===== src/pkg/l1rt_params.svh =====
/*
 * Register map, field positions, reset values and timing figures of the
 * L1 entry rejection timer.
 * Assumes it is included by bare name from the package and design files.
 */
`ifndef L1RT_PARAMS_SVH
`define L1RT_PARAMS_SVH

// ==========================================================================
// Register map (byte addresses on APB)
`define L1RT_ADDR_W        12
`define L1RT_CTRL_ADDR     12'h0710
`define L1RT_STAT_ADDR     12'h0714

// ==========================================================================
// Control word layout and reset values
`define L1RT_GAP_W         14
`define L1RT_GAP_LSB       0
`define L1RT_GAP_MSB       13
`define L1RT_TSEL_BIT      16
`define L1RT_GAP_RST       14'h0947
`define L1RT_TSEL_RST      1'h1

// ==========================================================================
// Status word layout
`define L1RT_ST_HOLD_BIT   0
`define L1RT_ST_REQ_BIT    1
`define L1RT_ST_EXP_BIT    2
`define L1RT_ST_RST_LSB    8
`define L1RT_ST_RST_MSB    15
`define L1RT_ST_DIS_LSB    16
`define L1RT_ST_DIS_MSB    31

// ==========================================================================
// Timing: one interval count is one 4 ns tick; pclk period is 25 ns
`define L1RT_UNIT_NS       4
`define L1RT_PCLK_NS       25
`define L1RT_ACC_W         17

`endif


===== src/pkg/l1rt_pkg.sv =====
/*
 * Types shared by the L1 entry rejection timer design files.
 * Assumes the params header is on the include path.
 */
`include "l1rt_params.svh"

package l1rt_pkg;

  // ========================================================================
  // Port state, one-hot
  typedef enum logic [2:0] {
    L1RT_ST_IDLE = 3'b001,
    L1RT_ST_REQ  = 3'b010,
    L1RT_ST_HOLD = 3'b100
  } l1rt_state_t;

  // ========================================================================
  // Software control fields
  typedef struct packed {
    logic                    tsel;
    logic [`L1RT_GAP_W-1:0]  gap;
  } l1rt_ctrl_t;

  // ========================================================================
  // One-cycle events from the link layer, same clock
  typedef struct packed {
    logic req_rx;    // Active-state L1 request DLLP received
    logic nak_sent;  // Port has issued the L1 Nak
    logic ack_sent;  // Port has accepted the request
  } l1rt_link_ev_t;

endpackage : l1rt_pkg


===== src/core/l1rt_gap_timer.sv =====
/*
 * Interval timer: measures elapsed time in ns at the pclk rate and
 * flags when it has reached the programmed count of 4 ns ticks.
 * Assumes pclk at 25 ns and the package and params header in scope.
 */
`include "l1rt_params.svh"

module l1rt_gap_timer
  import l1rt_pkg::*;
#(
  parameter int GAP_W = `L1RT_GAP_W,
  parameter int ACC_W = `L1RT_ACC_W
) (
  input  wire logic              pclk,
  input  wire logic              presetn,
  input  wire logic              run,
  input  wire logic              restart,
  input  wire logic [GAP_W-1:0]  gap,
  output logic                   expired,
  output logic [ACC_W-1:0]       elapsed
);

  logic [ACC_W-1:0] elapsed_ff;
  logic [ACC_W-1:0] nxt_elapsed;
  logic [ACC_W-1:0] target_ns;

  // ========================================================================
  // Comparison
  // Gap is read live, so a rewrite during a hold moves the end point.
  assign target_ns = ACC_W'(gap) * ACC_W'(`L1RT_UNIT_NS);
  assign expired   = run && (elapsed_ff >= target_ns);
  assign elapsed   = elapsed_ff;

  // ========================================================================
  // Counter; stops once expired so it cannot wrap
  always_comb begin
    nxt_elapsed = elapsed_ff;
    if (restart || !run) begin
      nxt_elapsed = '0;
    end else if (!expired) begin
      nxt_elapsed = elapsed_ff + ACC_W'(`L1RT_PCLK_NS);
    end
  end

  always_ff @(posedge pclk or negedge presetn) begin
    if (!presetn) begin
      elapsed_ff <= '0;
    end else begin
      elapsed_ff <= nxt_elapsed;
    end
  end
endmodule // l1rt_gap_timer


===== src/core/l1rt_top.sv =====
/*
 * L1 entry rejection timer for one switch port, with its APB registers.
 * Assumes link events arrive as one-cycle pulses on pclk from the
 * port's link layer, and an APB master on the same pclk.
 */
`include "l1rt_params.svh"

module l1rt_top
  import l1rt_pkg::*;
#(
  parameter int ADDR_W = `L1RT_ADDR_W,
  parameter int CNT_W  = 16
) (
  input  wire logic                pclk,
  input  wire logic                presetn,
  input  wire logic                psel,
  input  wire logic                penable,
  input  wire logic                pwrite,
  input  wire logic [ADDR_W-1:0]   paddr,
  input  wire logic [31:0]         pwdata,
  input  wire logic [3:0]          pstrb,
  output logic      [31:0]         prdata,
  output logic                     pready,
  output logic                     pslverr,
  input  wire l1rt_link_ev_t       link_ev,
  output logic                     req_detect,
  output logic                     req_discard,
  output logic                     timer_running
);

  l1rt_ctrl_t            ctrl_ff;
  l1rt_state_t           state_ff;
  l1rt_state_t           nxt_state;
  logic                  req_detect_ff;
  logic                  req_discard_ff;
  logic                  nxt_detect;
  logic                  nxt_discard;
  logic                  tmr_restart;
  logic                  tmr_expired;
  logic [`L1RT_ACC_W-1:0] tmr_elapsed;
  logic [CNT_W-1:0]      discard_cnt_ff;
  logic [7:0]            restart_cnt_ff;
  logic [31:0]           prdata_ff;
  logic                  pslverr_ff;
  logic                  setup_ph;
  logic                  wr_ctrl;
  logic                  hit_ctrl;
  logic                  hit_stat;
  logic                  in_hold;
  logic                  early_req;
  logic [31:0]           ctrl_word;
  logic [31:0]           stat_word;
  logic [15:0]           hold_cyc_ff;

  // ========================================================================
  // APB decode; zero wait states
  assign setup_ph = psel && !penable;
  assign hit_ctrl = (paddr == ADDR_W'(`L1RT_CTRL_ADDR));
  assign hit_stat = (paddr == ADDR_W'(`L1RT_STAT_ADDR));
  assign wr_ctrl  = psel && penable && pwrite && hit_ctrl;
  assign pready   = 1'b1;
  assign prdata   = prdata_ff;
  assign pslverr  = pslverr_ff && psel && penable;

  always_comb begin
    ctrl_word = 32'h0000_0000;
    ctrl_word[`L1RT_GAP_MSB:`L1RT_GAP_LSB] = ctrl_ff.gap;
    ctrl_word[`L1RT_TSEL_BIT] = ctrl_ff.tsel;
  end

  always_comb begin
    stat_word = 32'h0000_0000;
    stat_word[`L1RT_ST_HOLD_BIT] = (state_ff == L1RT_ST_HOLD);
    stat_word[`L1RT_ST_REQ_BIT]  = (state_ff == L1RT_ST_REQ);
    stat_word[`L1RT_ST_EXP_BIT]  = tmr_expired;
    stat_word[`L1RT_ST_RST_MSB:`L1RT_ST_RST_LSB] = restart_cnt_ff;
    stat_word[`L1RT_ST_DIS_MSB:`L1RT_ST_DIS_LSB] = 16'(discard_cnt_ff);
  end

  // Read data is captured in the setup phase, so status is one cycle old
  always_ff @(posedge pclk or negedge presetn) begin
    if (!presetn) begin
      prdata_ff  <= 32'h0000_0000;
      pslverr_ff <= 1'b0;
    end else if (setup_ph) begin
      pslverr_ff <= !(hit_ctrl || hit_stat);
      if (pwrite || !(hit_ctrl || hit_stat)) begin
        prdata_ff <= 32'h0000_0000;
      end else if (hit_ctrl) begin
        prdata_ff <= ctrl_word;
      end else begin
        prdata_ff <= stat_word;
      end
    end
  end

  // ========================================================================
  // Control register; byte lanes honoured, reserved bits not stored
  always_ff @(posedge pclk or negedge presetn) begin
    if (!presetn) begin
      ctrl_ff.gap  <= `L1RT_GAP_RST;
      ctrl_ff.tsel <= `L1RT_TSEL_RST;
    end else if (wr_ctrl) begin
      if (pstrb[0]) begin
        ctrl_ff.gap[7:0] <= pwdata[7:0];
      end
      if (pstrb[1]) begin
        ctrl_ff.gap[`L1RT_GAP_MSB:8] <= pwdata[`L1RT_GAP_MSB:8];
      end
      if (pstrb[2]) begin
        ctrl_ff.tsel <= pwdata[`L1RT_TSEL_BIT];
      end
    end
  end

  // ========================================================================
  // Request tracking
  assign in_hold     = (state_ff == L1RT_ST_HOLD);
  assign early_req   = in_hold && !tmr_expired && link_ev.req_rx;
  // Entering hold needs no restart: the timer sits at zero outside hold
  assign tmr_restart = early_req && !ctrl_ff.tsel;

  always_comb begin
    nxt_state   = state_ff;
    nxt_detect  = 1'b0;
    nxt_discard = 1'b0;
    unique case (state_ff)
      L1RT_ST_IDLE: begin
        if (link_ev.req_rx) begin
          nxt_state  = L1RT_ST_REQ;
          nxt_detect = 1'b1;
        end
      end
      L1RT_ST_REQ: begin
        // Further DLLPs belong to the same request until it is answered
        if (link_ev.nak_sent) begin
          nxt_state = L1RT_ST_HOLD;
        end else if (link_ev.ack_sent) begin
          nxt_state = L1RT_ST_IDLE;
        end
      end
      L1RT_ST_HOLD: begin
        if (tmr_expired) begin
          // A DLLP in the expiry cycle already counts as new
          nxt_state  = link_ev.req_rx ? L1RT_ST_REQ : L1RT_ST_IDLE;
          nxt_detect = link_ev.req_rx;
        end else if (early_req && ctrl_ff.tsel) begin
          nxt_discard = 1'b1;
        end
      end
      default: begin
        nxt_state = L1RT_ST_IDLE;
      end
    endcase
  end

  always_ff @(posedge pclk or negedge presetn) begin
    if (!presetn) begin
      state_ff <= L1RT_ST_IDLE;
    end else begin
      state_ff <= nxt_state;
    end
  end

  always_ff @(posedge pclk or negedge presetn) begin
    if (!presetn) begin
      req_detect_ff  <= 1'b0;
      req_discard_ff <= 1'b0;
    end else begin
      req_detect_ff  <= nxt_detect;
      req_discard_ff <= nxt_discard;
    end
  end

  assign req_detect    = req_detect_ff;
  assign req_discard   = req_discard_ff;
  assign timer_running = in_hold;

  // ========================================================================
  // Saturating event counters for software
  always_ff @(posedge pclk or negedge presetn) begin
    if (!presetn) begin
      discard_cnt_ff <= '0;
    end else if (nxt_discard && (discard_cnt_ff != '1)) begin
      discard_cnt_ff <= discard_cnt_ff + CNT_W'(1);
    end
  end

  always_ff @(posedge pclk or negedge presetn) begin
    if (!presetn) begin
      restart_cnt_ff <= 8'h00;
    end else if (tmr_restart && (restart_cnt_ff != 8'hff)) begin
      restart_cnt_ff <= restart_cnt_ff + 8'h01;
    end
  end

  // ========================================================================
  // Interval timer
  l1rt_gap_timer #(
    .GAP_W (`L1RT_GAP_W),
    .ACC_W (`L1RT_ACC_W)
  ) u_gap_timer (
    .pclk    (pclk),
    .presetn (presetn),
    .run     (in_hold),
    .restart (tmr_restart),
    .gap     (ctrl_ff.gap),
    .expired (tmr_expired),
    .elapsed (tmr_elapsed)
  );

  // ========================================================================
  // Checks; hold_cyc_ff counts hold cycles independently of the timer
  always_ff @(posedge pclk or negedge presetn) begin
    if (!presetn) begin
      hold_cyc_ff <= 16'h0000;
    end else if (!in_hold || tmr_restart) begin
      hold_cyc_ff <= 16'h0000;
    end else if (hold_cyc_ff != 16'hffff) begin
      hold_cyc_ff <= hold_cyc_ff + 16'h0001;
    end
  end
endmodule // l1rt_top


===== config.mk =====
export PLATFORM = sky130hd
export DESIGN_NAME = l1rt_top
export DESIGN_NICKNAME = d
export VERILOG_FILES = /design/src/pkg/l1rt_pkg.sv /design/src/core/l1rt_gap_timer.sv /design/src/core/l1rt_top.sv
export VERILOG_INCLUDE_DIRS = /design/src /design/src/pkg
export SDC_FILE = /design/constraint.sdc
export NUM_CORES = 1
export LEC_CHECK = 0
export BUFFER_PORTS_ARGS = -buffer_cell sky130_fd_sc_hd__clkbuf_2
export CORE_UTILIZATION = 35
export DETAILED_ROUTE_END_ITERATION = 12
export RECOVER_POWER = 50
export SLEW_MARGIN = 20
export SYNTH_ARGS = -nofsm -noshare
export SYNTH_HDL_FRONTEND = slang
export SYNTH_SLANG_ARGS = --single-unit

===== constraint.sdc =====
create_clock -name pclk -period 3.15 [get_ports pclk]
set_clock_uncertainty 0.2 [all_clocks]
set_input_delay 0.1575 -clock pclk [delete_from_list [all_inputs] [get_ports pclk]]
set_output_delay 0.1575 -clock pclk [all_outputs]
set_load 0.005 [all_outputs]

==> key figures <==
Clock network
  – CTS tree: done
  – Worst-Skew Late Latency: 350 ps
  – CTS clock-pin slew for the worst setup and hold paths: 70 ps
  – Clk sinks: 94
  – CTS H-Tree Depth: 3
  – Clock root buffer master: clkbuf_16
  – Cts repair resizes: 0
  – Total CTS buffers: 9
  – CTS Buffer Depth: 2

Power
  – PwrDens: 448 mW/mm2
  – Leak: 2.61 nW
  – Max VDD drop: 0.217 mV

Synthesis
  – Post-synthesis mux area share: 6.04%
  – Adder-Cell Fraction of Synth Area: 4.85%
  – Async set or reset register ratio after synthesis: 100%
  – Flops & latches, synth: 94
  – Largest family of logic cells by synthesized area: simple AND/OR/NAND/NOR gates
  – Yosys warnings: 0
  – Post-synth net total: 495
  – Area fraction in compound gates after synthesis: 11.6%
  – XOR/XNOR Fraction of Synth Area: 5.66%
  – Simple-Gate Fraction of Synth Area: 18.0%
  – Synth Instances: 421
  – Distinct cells, synth: 59
  – Seq/Total Area, Yosys: 50.9%
  – Syn avg cell area: 11.0 um2
  – EDFF count, synth: 0
  – Netlist Area Pre-Place: 0.00464 mm2
  – Post-synth top flop: dfrtp_1

STA
  – Rel. slew slack: -44.4%
  – Final hold vios: 0
  – Setup TNS: 0 ps
  – Minimum clock period after layout: 2950 ps
  – Final Slew Violations: 43
  – RSZ-0062 raised after global routing: no
  – Worst-Margin Slew: 2170 ps
  – Crit share post-route: 93.7%
  – Final hold slack: 46.6 ps
  – Setup Viol. Count Final: 0
  – Max Clk Rate: 0.339 GHz

Min path
  – Hold Startpoint: paddr[7]
  – Hold path cells: 4
  – Hold EP: pslverr_ff
  – Worst min-delay path class: primary input to flip-flop

Floorplan
  – IO Pins: 93
  – Area of the die: 0.0137 mm2
  – CORE AREA: 0.0128 mm2
  – DIE WIDTH: 117 um
  – Initial Utilization: 36.3%
  – Row cnt: 41
  – Die H: 117 um

Layout
  – Multi-input gate area: 0.00214 mm2
  – Layout fillers: 1217
  – Nets: 597
  – Share of cells above drive strength 1: 20.5%
  – FF/Latch Area: 0.00236 mm2
  – Area growth syn-to-layout: 22.9%
  – Diode count: 0

Route
  – Routed length per instance: 15.1 um
  – Final WL: 10.5 mm
  – Residual DRC: 0
  – DRT Pass-1 Iters: 4
  – Metal2 WL: 5.05 mm
  – Post-route ant nets: 0
  – Number of DRC markers in iteration 0: 186
  – Met3 WL: 350 um
  – Vias: 3539
  – Highest routed layer: met4
  – Vias per cell: 5.06
  – M1 wire length: 4.87 mm

Setup path
  – Worst reg2reg startpoint: ctrl_ff[11]
  – R2R Path End: u_gap_timer.elapsed[9]
  – Crit end category: flip-flop
  – Arrival time worst endpoint: 3030 ps
  – WP data required: 3230 ps
  – Worst R2R Path Depth: 8
  – Worst setup path class: flip-flop to flip-flop
  – Element type at the critical path start: flip-flop
  – Crit path max fanout: 14
  – Reg2reg setup slack: 200 ps

Global routing
  – Pin count of the biggest net entering global routing: 43
  – Global-route wire length before repair: 17.5 mm
  – Grt ovf: 0
  – Initial antenna violation count: 0
  – Gr usage total: 17.0%
  – Number of global-route vias before repair: 3515

Placement
  – Dpl hpwl: 7.70 mm
  – IO Port Bufs: 73
  – Gpl congestion: 0.813

Outcome
  – Failing checks: max-capacitance violations, max-slew violations
  – Outcome: finished with violations

Flow run
  – Max-Cap Viols: 1
==> metal layers <==
layer	up-vias	GRT usage [%]
met2	66	27.6
met4	0	8.10
met5	-	0
met3	18	3.71
li1	1722	-
met1	1733	21.6
==> power by group <==
part / internal (mW) / leakage [nW] / switching, mW
clock network: 0.674 / 0.151 / 0.456
logic: 0.0774 / 1.19 / 0.100
registers: 1.23 / 1.27 / 0.0181
total: 1.98 / 2.61 / 0.574
==> synthesized netlist by cell type (5+ instances only) <==
library cell | instances | share of area (%)
xor2_1 | 20 | 3.8
o21ai_0 | 17 | 1.8
clkbuf_1 | 5 | 0.40
xnor2_1 | 10 | 1.9
mux2i_1 | 10 | 2.2
inv_1 | 21 | 1.7
nor3_1 | 13 | 1.4
a21oi_1 | 15 | 1.6
dfrtp_1 | 86 | 46
nand4_1 | 12 | 1.6
nor2_1 | 23 | 1.9
dfstp_2 | 8 | 4.5
nand2_1 | 38 | 3.1
ha_1 | 18 | 4.9
nand3_1 | 21 | 2.3
mux2_2 | 16 | 3.9
a22o_1 | 23 | 4.3
==> cell type report <==
| type | instances | share of cell area, % |
|---|---|---|
| Tap cell | 172 | 3.77 |
| Inverter | 22 | 1.54 |
| Clock buffer | 12 | 4.67 |
| Clock inverter | 3 | 0.746 |
| Sequential cell | 94 | 41.4 |
| Multi-Input combinational cell | 295 | 37.6 |
| Timing Repair Buffer | 101 | 10.3 |
==> placed cells by master (no fill, tap or decap), drive strengths merged, types with 3 or more instances in the layout <==
| cell | count |
|---|---|
| a21oi | 15 |
| a22o | 23 |
| and3 | 4 |
| buf | 5 |
| clkbuf | 87 |
| dfrtp | 86 |
| dfstp | 8 |
| dlygate4sd3 | 21 |
| ha | 18 |
| inv | 21 |
| mux2 | 16 |
| mux2i | 10 |
| nand2 | 39 |
| nand2b | 4 |
| nand3 | 23 |
| nand4 | 12 |
| nor2 | 23 |
| nor2b | 4 |
| nor3 | 14 |
| nor4 | 4 |
| nor4b | 3 |
| o21ai | 19 |
| o31ai | 3 |
| or3 | 6 |
| xnor2 | 10 |
| xor2 | 20 |
==> repair_timing <==
item	in CTS	in global routing
hold buffers	21	0
hold endpoints to repair	60	0
setup buffers	0	0
==> how the worst max path moves through the flow <==
stage,slack (ps),depth (start not counted),from,end
2_1_floorplan,610,9,ctrl_ff[6],u_gap_timer.elapsed[15]
3_3_place_gp,300,8,ctrl_ff[11],u_gap_timer.elapsed[15]
3_5_place_dp,240,8,ctrl_ff[11],u_gap_timer.elapsed[9]
4_1_cts,230,8,ctrl_ff[11],u_gap_timer.elapsed[9]
5_1_grt,20,8,ctrl_ff[11],u_gap_timer.elapsed[15]
6_report,200,8,ctrl_ff[11],u_gap_timer.elapsed[9]
==> critical path, stage by stage (launching register included) <==
cell and delay, ps:
dfstp_2 540, inv_1 50, ha_1 300, nand4b_2 150, o21ai_2 120, o31ai_4 530
nand2_2 280, or4_1 560, a21oi_1 150
==> cells by family (layout without fill, tap and decap cells) <==
group | count (synthesis) | after routing
compound gates | 71 | 71
simple gates | 149 | 149
xor+xnor | 30 | 30
flops | 94 | 94
fa+ha+maj | 18 | 18
buf+inv | 32 | 138
mux | 26 | 26
other cells | 1 | 1
==> per-stage QoR <==
| stage | power, mW | utilization [%] | cell area [um2] | instances | setup slack, ps |
|---|---|---|---|---|---|
| 2_1_floorplan | 1.35 | - | 4640 | 421 | 608 |
| 3_3_place_gp | 1.43 | 40.9 | 5230 | 663 | 300 |
| 3_5_place_dp | 1.43 | 40.9 | 5230 | 663 | 243 |
| 4_1_cts | 2.59 | 45.0 | 5750 | 699 | 231 |
| 5_1_grt | 2.66 | 44.7 | 5710 | 699 | 23.4 |
| 6_report | 2.56 | 44.7 | 5710 | 699 | 197 |
==> registers in the layout, summed over array words and instances (netlist names) <==
signal / cells
state_ff: 3
req_discard: 1
pslverr_ff: 1
discard_cnt_ff: 16
prdata: 32
restart_cnt_ff: 8
u_gap_timer.elapsed: 17
ctrl_ff: 15
req_detect: 1
(Power assumes the default switching activity.)
